===== config.mk =====
export PLATFORM = sky130hd
export DESIGN_NAME = rsr_reset_source_recorder
export DESIGN_NICKNAME = d
export VERILOG_FILES = /design/src/common/rsr_pkg.sv /design/src/rtl/rsr_low_voltage_regs.sv /design/src/rtl/rsr_reset_source_recorder.sv
export SDC_FILE = /design/constraint.sdc
export NUM_CORES = 1
export LEC_CHECK = 0
export ABC_AREA = 1
export BUFFER_PORTS_ARGS = -buffer_cell sky130_fd_sc_hd__buf_2
export CORE_ASPECT_RATIO = 0.7
export CORE_UTILIZATION = 56
export CTS_CLUSTER_SIZE = 14
export DETAILED_ROUTE_END_ITERATION = 8
export GPL_ROUTABILITY_DRIVEN = 0
export GPL_TIMING_DRIVEN = 0
export PLACE_DENSITY_LB_ADDON = 0.2
export RECOVER_POWER = 25
export SETUP_SLACK_MARGIN = 0.2
export SKIP_CTS_REPAIR_TIMING = 1
export SYNTH_ARGS = -nofsm -noshare
export SYNTH_HDL_FRONTEND = slang
export SYNTH_HIERARCHICAL = 1
export SYNTH_SLANG_ARGS = --single-unit

===== constraint.sdc =====
create_clock -name i_clk -period 2.88 [get_ports i_clk]
set_input_delay 0.144 -clock i_clk [delete_from_list [all_inputs] [get_ports i_clk]]
set_output_delay 0.144 -clock i_clk [all_outputs]
set_load 0.01 [all_outputs]

===== src/common/rsr_pkg.sv =====
// package: constants for the reset source recorder
package rsr_pkg;
  // register addresses on the cpu data bus
  localparam logic [15:0] ADDR_RESET_CAUSE_FLAGS    = 16'hffac;
  localparam logic [15:0] ADDR_LOW_VOLTAGE_CONTROL  = 16'hffbe;
  localparam logic [15:0] ADDR_LOW_VOLTAGE_LEVEL    = 16'hffbf;
  localparam logic [15:0] ADDR_INTERRUPT_REQUEST    = 16'hffe0;
  localparam logic [15:0] ADDR_INTERRUPT_MASK       = 16'hffe4;
  localparam logic [15:0] ADDR_INTERRUPT_PRIORITY   = 16'hffe8;
  localparam logic [15:0] ADDR_RISING_EDGE_ENABLE   = 16'hff48;
  localparam logic [15:0] ADDR_FALLING_EDGE_ENABLE  = 16'hff49;

  // reset_cause_flags field positions
  localparam int unsigned WATCHDOG_FLAG_BIT    = 4;
  localparam int unsigned LOW_VOLTAGE_FLAG_BIT = 0;

  // reset values
  localparam logic [7:0] RESET_CAUSE_FLAGS_RESET = 8'h00;
  localparam logic [7:0] LOW_VOLTAGE_REGS_RESET  = 8'h00;
  localparam logic [7:0] INTERRUPT_REQUEST_RESET = 8'h00;
  localparam logic [7:0] INTERRUPT_MASK_RESET    = 8'hff;
  localparam logic [7:0] INTERRUPT_PRIO_RESET    = 8'hff;
  localparam logic [7:0] EDGE_ENABLE_RESET       = 8'h00;
  localparam logic [7:0] UNMAPPED_READ_VALUE     = 8'h00;

  // oscillation-stabilization wait after internal reset release
  localparam int unsigned STABILIZE_CYCLES = 16;

  function automatic logic rsr_addr_hit(input logic [15:0] addr,
                                        input logic [15:0] target);
    rsr_addr_hit = (addr == target);
  endfunction : rsr_addr_hit
endpackage : rsr_pkg


===== src/rtl/rsr_low_voltage_regs.sv =====
// low-voltage detector control and level-select registers
module rsr_low_voltage_regs
  import rsr_pkg::*;
(
  input  wire logic       i_clk,          // system clock
  input  wire logic       i_reset,        // async power-on-clear reset
  input  wire logic       i_ce,           // clock enable
  input  wire logic       i_clear,        // pin, poc or watchdog reset
  input  wire logic       i_wr_en,        // cpu write strobe
  input  wire logic [15:0] i_addr,        // cpu address
  input  wire logic [7:0] i_wr_data,      // cpu write data
  output logic      [7:0] o_detect_control, // control register
  output logic      [7:0] o_level_select    // level select register
);
  typedef struct packed {
    logic [7:0] ctrl;
    logic [7:0] level;
  } rsr_lv_state_t;

  rsr_lv_state_t state_ff;
  rsr_lv_state_t nxt_state;

  always_comb begin
    nxt_state = state_ff;
    if (i_clear) begin
      nxt_state.ctrl  = LOW_VOLTAGE_REGS_RESET;
      nxt_state.level = LOW_VOLTAGE_REGS_RESET;
    end else if (i_wr_en) begin
      if (rsr_addr_hit(i_addr, ADDR_LOW_VOLTAGE_CONTROL)) begin
        nxt_state.ctrl = i_wr_data;
      end
      if (rsr_addr_hit(i_addr, ADDR_LOW_VOLTAGE_LEVEL)) begin
        nxt_state.level = i_wr_data;
      end
    end
  end

  always_ff @(posedge i_clk or posedge i_reset) begin
    if (i_reset) begin
      state_ff <= '{ctrl: LOW_VOLTAGE_REGS_RESET,
                    level: LOW_VOLTAGE_REGS_RESET};
    end else if (i_ce) begin
      state_ff <= nxt_state;
    end
  end

  assign o_detect_control = state_ff.ctrl;
  assign o_level_select   = state_ff.level;
endmodule : rsr_low_voltage_regs


===== src/rtl/rsr_reset_source_recorder.sv =====
// reset source recorder: combines reset sources and keeps cause flags
// Summary of operation
// - the watchdog flag is set by a watchdog reset, cleared by pin or power-on-clear reset, kept on a low-voltage reset.
// - the low-voltage flag is set by a low-voltage reset, cleared by pin or power-on-clear reset, kept on a watchdog reset.
// - reading the flag register returns the flags and then clears every flag not set again by a reset request in the same cycle.
// - the flag register is read-only with watchdog at bit 4, low-voltage at bit 0, others zero.
// - low-voltage control and level registers clear on pin, power-on-clear or watchdog reset and hold on low-voltage reset.
// - the program counter is flagged invalid during reset and the stabilization wait, and valid once the wait has counted down.
// - reset loads interrupt request 00, mask ff, priority ff and both edge enables 00.
// - the threshold option picks the power-up release level, while falling below the low level always reasserts.
// - any power-on-clear reset clears the entire flag register.
module rsr_reset_source_recorder
  import rsr_pkg::*;
#(
  parameter int unsigned STAB_CYCLES = STABILIZE_CYCLES
) (
  input  wire logic        i_clk,               // system clock, 200 MHz
  input  wire logic        i_reset,             // power-on-clear core reset
  input  wire logic        i_ce,                // clock enable
  input  wire logic        i_reset_pin_n,       // external reset pin
  input  wire logic        i_watchdog_req,      // watchdog reset request
  input  wire logic        i_low_voltage_req,   // detector reset request
  input  wire logic        i_vdd_above_low,     // comparator, low level
  input  wire logic        i_vdd_above_high,    // comparator, high level
  input  wire logic        i_power_clear_threshold_option, // option byte
  input  wire logic        i_rd_en,             // cpu read strobe
  input  wire logic        i_wr_en,             // cpu write strobe
  input  wire logic [15:0] i_addr,              // cpu address
  input  wire logic [7:0]  i_wr_data,           // cpu write data
  output logic      [7:0]  o_rd_data,           // cpu read data
  output logic             o_internal_reset,    // combined reset
  output logic             o_pc_invalid,        // pc undefined
  output logic      [7:0]  o_low_voltage_detect_control, // lv control
  output logic      [7:0]  o_low_voltage_level_select,   // lv level
  output logic      [7:0]  o_interrupt_request_flags,    // request
  output logic      [7:0]  o_interrupt_mask_flags,       // mask
  output logic      [7:0]  o_interrupt_priority_flags,   // priority
  output logic      [7:0]  o_rising_edge_enable,         // edge enable
  output logic      [7:0]  o_falling_edge_enable         // edge enable
);
  localparam logic [15:0] STAB_LOAD = 16'(STAB_CYCLES);

  typedef struct packed {
    logic        pin_s1;
    logic        pin_s2;
    logic        lo_s1;
    logic        lo_s2;
    logic        hi_s1;
    logic        hi_s2;
    logic        power_on_clear;
    logic        option;
    logic        watchdog_reset_flag;
    logic        low_voltage_reset_flag;
    logic        rst_out;
    logic        pc_inv;
    logic [15:0] stab_cnt;
    logic [7:0]  rd_data;
    logic [7:0]  irq_req;
    logic [7:0]  irq_mask;
    logic [7:0]  irq_prio;
    logic [7:0]  edge_rise;
    logic [7:0]  edge_fall;
  } rsr_state_t;

  // pin idle high, supply assumed low, poc asserted at power-up
  localparam rsr_state_t STATE_RESET = '{
    pin_s1: 1'b1, pin_s2: 1'b1, lo_s1: 1'b0, lo_s2: 1'b0,
    hi_s1: 1'b0, hi_s2: 1'b0, power_on_clear: 1'b1, option: 1'b0,
    watchdog_reset_flag: 1'b0, low_voltage_reset_flag: 1'b0,
    rst_out: 1'b1, pc_inv: 1'b1, stab_cnt: STAB_LOAD,
    rd_data: UNMAPPED_READ_VALUE, irq_req: INTERRUPT_REQUEST_RESET,
    irq_mask: INTERRUPT_MASK_RESET, irq_prio: INTERRUPT_PRIO_RESET,
    edge_rise: EDGE_ENABLE_RESET, edge_fall: EDGE_ENABLE_RESET};

  rsr_state_t state_ff;
  rsr_state_t nxt_state;

  logic       pin_active;
  logic       clear_all;
  logic       flag_read;
  logic [7:0] flags_now;
  logic [7:0] lv_ctrl;
  logic [7:0] lv_level;

  assign pin_active = ~state_ff.pin_s2;
  assign clear_all  = pin_active | state_ff.power_on_clear;
  assign flag_read  = i_rd_en & rsr_addr_hit(i_addr, ADDR_RESET_CAUSE_FLAGS);

  always_comb begin
    flags_now = RESET_CAUSE_FLAGS_RESET;
    flags_now[WATCHDOG_FLAG_BIT]    = state_ff.watchdog_reset_flag;
    flags_now[LOW_VOLTAGE_FLAG_BIT] = state_ff.low_voltage_reset_flag;
  end

  rsr_low_voltage_regs u_lv_regs (
    .i_clk            (i_clk),
    .i_reset          (i_reset),
    .i_ce             (i_ce),
    .i_clear          (clear_all | i_watchdog_req),
    .i_wr_en          (i_wr_en),
    .i_addr           (i_addr),
    .i_wr_data        (i_wr_data),
    .o_detect_control (lv_ctrl),
    .o_level_select   (lv_level)
  );

  always_comb begin
    nxt_state = state_ff;
    nxt_state.pin_s1 = i_reset_pin_n;
    nxt_state.pin_s2 = state_ff.pin_s1;
    nxt_state.lo_s1  = i_vdd_above_low;
    nxt_state.lo_s2  = state_ff.lo_s1;
    nxt_state.hi_s1  = i_vdd_above_high;
    nxt_state.hi_s2  = state_ff.hi_s1;

    // release threshold by option, reassert below low level
    if (state_ff.power_on_clear) begin
      nxt_state.option = i_power_clear_threshold_option;
    end
    if (!state_ff.lo_s2) begin
      nxt_state.power_on_clear = 1'b1;
    end else if (state_ff.power_on_clear) begin
      nxt_state.power_on_clear = state_ff.option ? ~state_ff.hi_s2 : 1'b0;
    end

    // power-on-clear and pin wipe both flags
    if (clear_all) begin
      nxt_state.watchdog_reset_flag    = 1'b0;
      nxt_state.low_voltage_reset_flag = 1'b0;
    end else begin
      // watchdog flag; a set in the read cycle wins over the clear
      if (i_watchdog_req) begin
        nxt_state.watchdog_reset_flag = 1'b1;
      end else if (flag_read) begin
        nxt_state.watchdog_reset_flag = 1'b0;
      end
      if (i_low_voltage_req) begin
        nxt_state.low_voltage_reset_flag = 1'b1;
      end else if (flag_read) begin
        nxt_state.low_voltage_reset_flag = 1'b0;
      end
    end

    nxt_state.rst_out = clear_all | i_watchdog_req | i_low_voltage_req;

    // pc invalid through reset and stabilization wait
    if (state_ff.rst_out) begin
      nxt_state.stab_cnt = STAB_LOAD;
    end else if (state_ff.stab_cnt != 16'h0000) begin
      nxt_state.stab_cnt = state_ff.stab_cnt - 16'h0001;
    end
    nxt_state.pc_inv = nxt_state.rst_out | (nxt_state.stab_cnt != 16'h0000);

    // interrupt registers loaded while reset stands
    if (state_ff.rst_out) begin
      nxt_state.irq_req   = INTERRUPT_REQUEST_RESET;
      nxt_state.irq_mask  = INTERRUPT_MASK_RESET;
      nxt_state.irq_prio  = INTERRUPT_PRIO_RESET;
      nxt_state.edge_rise = EDGE_ENABLE_RESET;
      nxt_state.edge_fall = EDGE_ENABLE_RESET;
    end else if (i_wr_en) begin
      if (rsr_addr_hit(i_addr, ADDR_INTERRUPT_REQUEST))
        nxt_state.irq_req = i_wr_data;
      if (rsr_addr_hit(i_addr, ADDR_INTERRUPT_MASK))
        nxt_state.irq_mask = i_wr_data;
      if (rsr_addr_hit(i_addr, ADDR_INTERRUPT_PRIORITY))
        nxt_state.irq_prio = i_wr_data;
      if (rsr_addr_hit(i_addr, ADDR_RISING_EDGE_ENABLE))
        nxt_state.edge_rise = i_wr_data;
      if (rsr_addr_hit(i_addr, ADDR_FALLING_EDGE_ENABLE))
        nxt_state.edge_fall = i_wr_data;
    end

    // read data holds between reads; unmapped reads return zero
    if (i_rd_en) begin
      unique case (i_addr)
        ADDR_RESET_CAUSE_FLAGS:   nxt_state.rd_data = flags_now;
        ADDR_LOW_VOLTAGE_CONTROL: nxt_state.rd_data = lv_ctrl;
        ADDR_LOW_VOLTAGE_LEVEL:   nxt_state.rd_data = lv_level;
        ADDR_INTERRUPT_REQUEST:   nxt_state.rd_data = state_ff.irq_req;
        ADDR_INTERRUPT_MASK:      nxt_state.rd_data = state_ff.irq_mask;
        ADDR_INTERRUPT_PRIORITY:  nxt_state.rd_data = state_ff.irq_prio;
        ADDR_RISING_EDGE_ENABLE:  nxt_state.rd_data = state_ff.edge_rise;
        ADDR_FALLING_EDGE_ENABLE: nxt_state.rd_data = state_ff.edge_fall;
        default:                  nxt_state.rd_data = UNMAPPED_READ_VALUE;
      endcase
    end
  end

  always_ff @(posedge i_clk or posedge i_reset) begin
    if (i_reset) begin
      state_ff <= STATE_RESET;
    end else if (i_ce) begin
      state_ff <= nxt_state;
    end
  end

  assign o_rd_data                    = state_ff.rd_data;
  assign o_internal_reset             = state_ff.rst_out;
  assign o_pc_invalid                 = state_ff.pc_inv;
  assign o_low_voltage_detect_control = lv_ctrl;
  assign o_low_voltage_level_select   = lv_level;
  assign o_interrupt_request_flags    = state_ff.irq_req;
  assign o_interrupt_mask_flags       = state_ff.irq_mask;
  assign o_interrupt_priority_flags   = state_ff.irq_prio;
  assign o_rising_edge_enable         = state_ff.edge_rise;
  assign o_falling_edge_enable        = state_ff.edge_fall;
endmodule : rsr_reset_source_recorder


==> out/results.tsv <==
stage	metric	value	unit
final_layout	regArea	2330	sq um
min_path	hold_path_depth	3	
yosys	synth.largest_area_cell	dfrtp_1	
worst_setup_path	crit_arrival	2.19	ns
status	failed_checks	hold timing	
worst_setup_path	crit_top_cell	nor2_1	
timing	hold_ws	-0.00818	ns
timing	rsz0062_at_grt	no	
power_and_ir_drop	vdd_drop_max	0.342	mV
global_routing	grt_max_degree	60	
worst_setup_path	critical_path.cell_chain	buf_2 -> inv_1 -> buf_2 -> nand3_1 -> nand2_1 -> nor2_1 -> nand2_1 -> nor2_1 -> nor2_1	
clock_tree	clk_path_buf_depth	2	
route	drtIter0Drc	394	
worst_setup_path	crit_path_start	o_internal_reset	
route	routed_wl	14600	microns
min_path	hold_start	i_reset_pin_n	
timing	setup_violations	0	
global_routing	antenna_found_initial	0	
worst_setup_path	slowest_stage	dfstp_2	
yosys	yosysTopAreaCellShare	0.328	
final_layout	num-fill-cells	768	
placement	dpl.cell_count	906	
yosys	synthCells	681	
worst_setup_path	max_stage_delay	0.54	ns
yosys	ys_ff_latch	92	
power_and_ir_drop	power_leakage	3.30	nW
route	routedWlPerCell	15.8	microns
clock_tree	cts_root_buf	clkbuf_16	
route	drc	0	
route	vias	5093	
timing	max-slew-margin-rel	0.360	
yosys	ys_warn_count	6	
worst_setup_path	crit_cells	9	
die	die_y	83.8	microns
yosys	synth_area	5350	sq um
final_layout	stdcell_count	923	
yosys	ys_top_cells_by_area	dfrtp_1 (33%), nand2_1 (16%), dfstp_2 (11%), buf_4 (6.7%), o21ai_0 (4.9%)	
power_and_ir_drop	power.density	493	nW/um^2
die	rows	29	
timing	max_freq	0.522	GHz
final_layout	num_antenna_cells	0	
worst_setup_path	end_kind	flop	
route	drt_first_pass_iters	5	
final_layout	nets	831	
final_layout	fin_util	0.693	
worst_setup_path	crit_required	3.16	ns
route	vias_per_cell	5.52	
timing	tightest_slew	0.955	ns
final_layout	layout-drive-gt1-share	0.314	
timing	fin_worst_skew	0.00519	ns
die	io_pins	101	
die	die-area	9950	sq um
yosys	ys_async_sr_fraction	1.00	
status	status	complete, but fails checks	
clock_tree	cts_made_buffers	9	
die	initial_core_util	0.583	
final_layout	multi_input_area	2390	sq um
timing	maxSlewViolCount	0	
placement	portBuffers	100	
min_path	hold_class	input pin to flop	
yosys	synth_ff_type	dfrtp_1	
yosys	yosysUniqueCellTypes	35	
global_routing	grt_pass1_wl	23600	microns
worst_setup_path	crit_type	flop to flop	
timing	fin_crit_sh	0.665	
yosys	synth_edf_count	0	
clock_tree	tritoncts	done	
timing	fin_crit	1.92	ns
clock_tree	clock-sinks	92	
die	coreArea	9180	sq um
die	die_w	119	microns
global_routing	grt_pass1_vias	4651	
yosys	yosysSeqAreaShare	0.436	
global_routing	overflow	0	
placement	hpwlAfterDp	10900	microns
worst_setup_path	start_kind	flop	
worst_setup_path	crit_family	buffers and inverters	
worst_setup_path	cp_max_fo	10	
worst_setup_path	r2r_cells	9	
clock_tree	ctsHtreeMaxLevel	3	
timing	hold_violations	1	
route	ant_nets	0	
worst_setup_path	critPathBufInv	3	
clock_tree	worstSkewPairLatency	0.35	ns
yosys	synthesis.nets	718	
flow_run	drv_cap	0	
clock_tree	clk_pin_slew	0.06	ns
yosys	syn-mean-instance-area	7.85	sq um
final_layout	area_delta_synth_final	18.9	%
worst_setup_path	r2r_start	o_internal_reset	
global_routing	track_usage	0.309	
==> cells in the final DEF (no fill, tap or decap), types with 21 or more instances in the layout <==
cell type | synthesis | layout
nand3_1 | 39 | 39
o21ai_0 | 52 | 52
buf_2 | 7 | 104
buf_4 | 48 | 48
dfrtp_1 | 70 | 70
dfstp_2 | 22 | 21
nor2_1 | 49 | 49
nand2_1 | 232 | 232
inv_1 | 31 | 30
nand4_1 | 30 | 30
o21ai_2 | 21 | 21
==> metal layers <==
layer	GRT usage	up-vias	wire (microns)
met2	0.443	289	5990
met5	0	-	0
met3	0.0792	18	1730
li1	-	2411	-
met1	0.460	2375	6660
met4	0.0886	0	187
==> cell usage after synthesis, types with 2 or more instances <==
| cell type | n |
|---|---|
| a21oi_1 | 6 |
| buf_2 | 7 |
| buf_4 | 48 |
| buf_6 | 6 |
| clkbuf_1 | 6 |
| dfrtp_1 | 70 |
| dfstp_2 | 22 |
| ha_1 | 2 |
| inv_1 | 31 |
| inv_2 | 3 |
| nand2_1 | 232 |
| nand2_2 | 10 |
| nand3_1 | 39 |
| nand3_2 | 3 |
| nand3b_1 | 6 |
| nand4_1 | 30 |
| nor2_1 | 49 |
| nor2_2 | 4 |
| nor2_4 | 8 |
| nor3_1 | 4 |
| nor3_4 | 2 |
| o21ai_0 | 52 |
| o21ai_1 | 5 |
| o21ai_2 | 21 |
| o21ai_4 | 2 |
| xnor2_1 | 2 |
| xor2_1 | 3 |
==> final cells by class <==
cell class | instances | area share
flip-flops and latches | 92 | 0.366
multi-input cells | 486 | 0.377
plain buffers | 68 | 0.0773
clock buffers | 12 | 0.0388
well taps | 124 | 0.0244
inverters | 35 | 0.0209
repair buffers | 102 | 0.0842
clock inverters | 4 | 0.0114
==> sequential cells by signal (all words and copies together) (netlist names) <==
name                        count
o_interrupt_mask_flags          8
flags_now                       2
o_rd_data                       8
o_interrupt_priority_flags      8
o_falling_edge_enable           8
o_interrupt_request_flags       8
u_lv_regs/o_level_select        8
o_rising_edge_enable            8
o_pc_invalid                    1
nxt_state                       3
o_internal_reset                1
u_lv_regs/o_detect_control      8
state_ff                       21
==> metrics by stage <==
| stage | area, sq um | total power [mW] | TNS (ns) | hold WS [ns] | setup slack, ns |
|---|---|---|---|---|---|
| floorplan | 5350 | 1.71 | 0 | 0.0577 | 0.834 |
| global placement | 6000 | 1.85 | -6.24 | 0.234 | -0.121 |
| detailed placement | 6030 | 1.87 | 0 | 0.124 | 1.06 |
| CTS | 6350 | 3.14 | 0 | -0.247 | 1.02 |
| global route | 6360 | 3.23 | 0 | 0.0107 | 0.882 |
| finish | 6360 | 3.13 | 0 | -0.00818 | 0.963 |
==> worst register-to-register path, delay by kind of cell, from the launching register on <==
family	cells	cell delay [ns]
AND/OR/NAND/NOR	6	0.65
buffers and inverters	3	0.66
flip-flops	1	0.54
==> worst paths after layout <==
| check | slack (ns) | endpoint |
|---|---|---|
| setup reg to reg | 0.96 | o_pc_invalid |
| hold reg to reg | 0.44 | state_ff[69] |
| max in group asynchronous | 1.58 | o_interrupt_priority_flags[5] |
| min in group asynchronous | 0.42 | u_lv_regs/o_detect_control[6] |
| hold / removal | -0.008 | nxt_state[74] |
| setup / recovery | 0.96 | o_pc_invalid |
==> cells by family after synthesis <==
logic type / share of synthesized area
XOR/XNOR: 0.00819
AO/OA/AOI/OAI: 0.102
buffers and inverters: 0.117
adder cells (fa/ha/maj): 0.00468
flip-flops: 0.436
AND/OR/NAND/NOR: 0.333
==> where the power goes <==
group | leakage, nW | total, mW | internal [mW] | switching [mW]
registers | 1.19 | 1.42 | 1.37 | 0.0477
logic | 1.95 | 0.431 | 0.168 | 0.263
clock network | 0.153 | 1.28 | 0.783 | 0.497
Power figures use the tool's default switching activity.
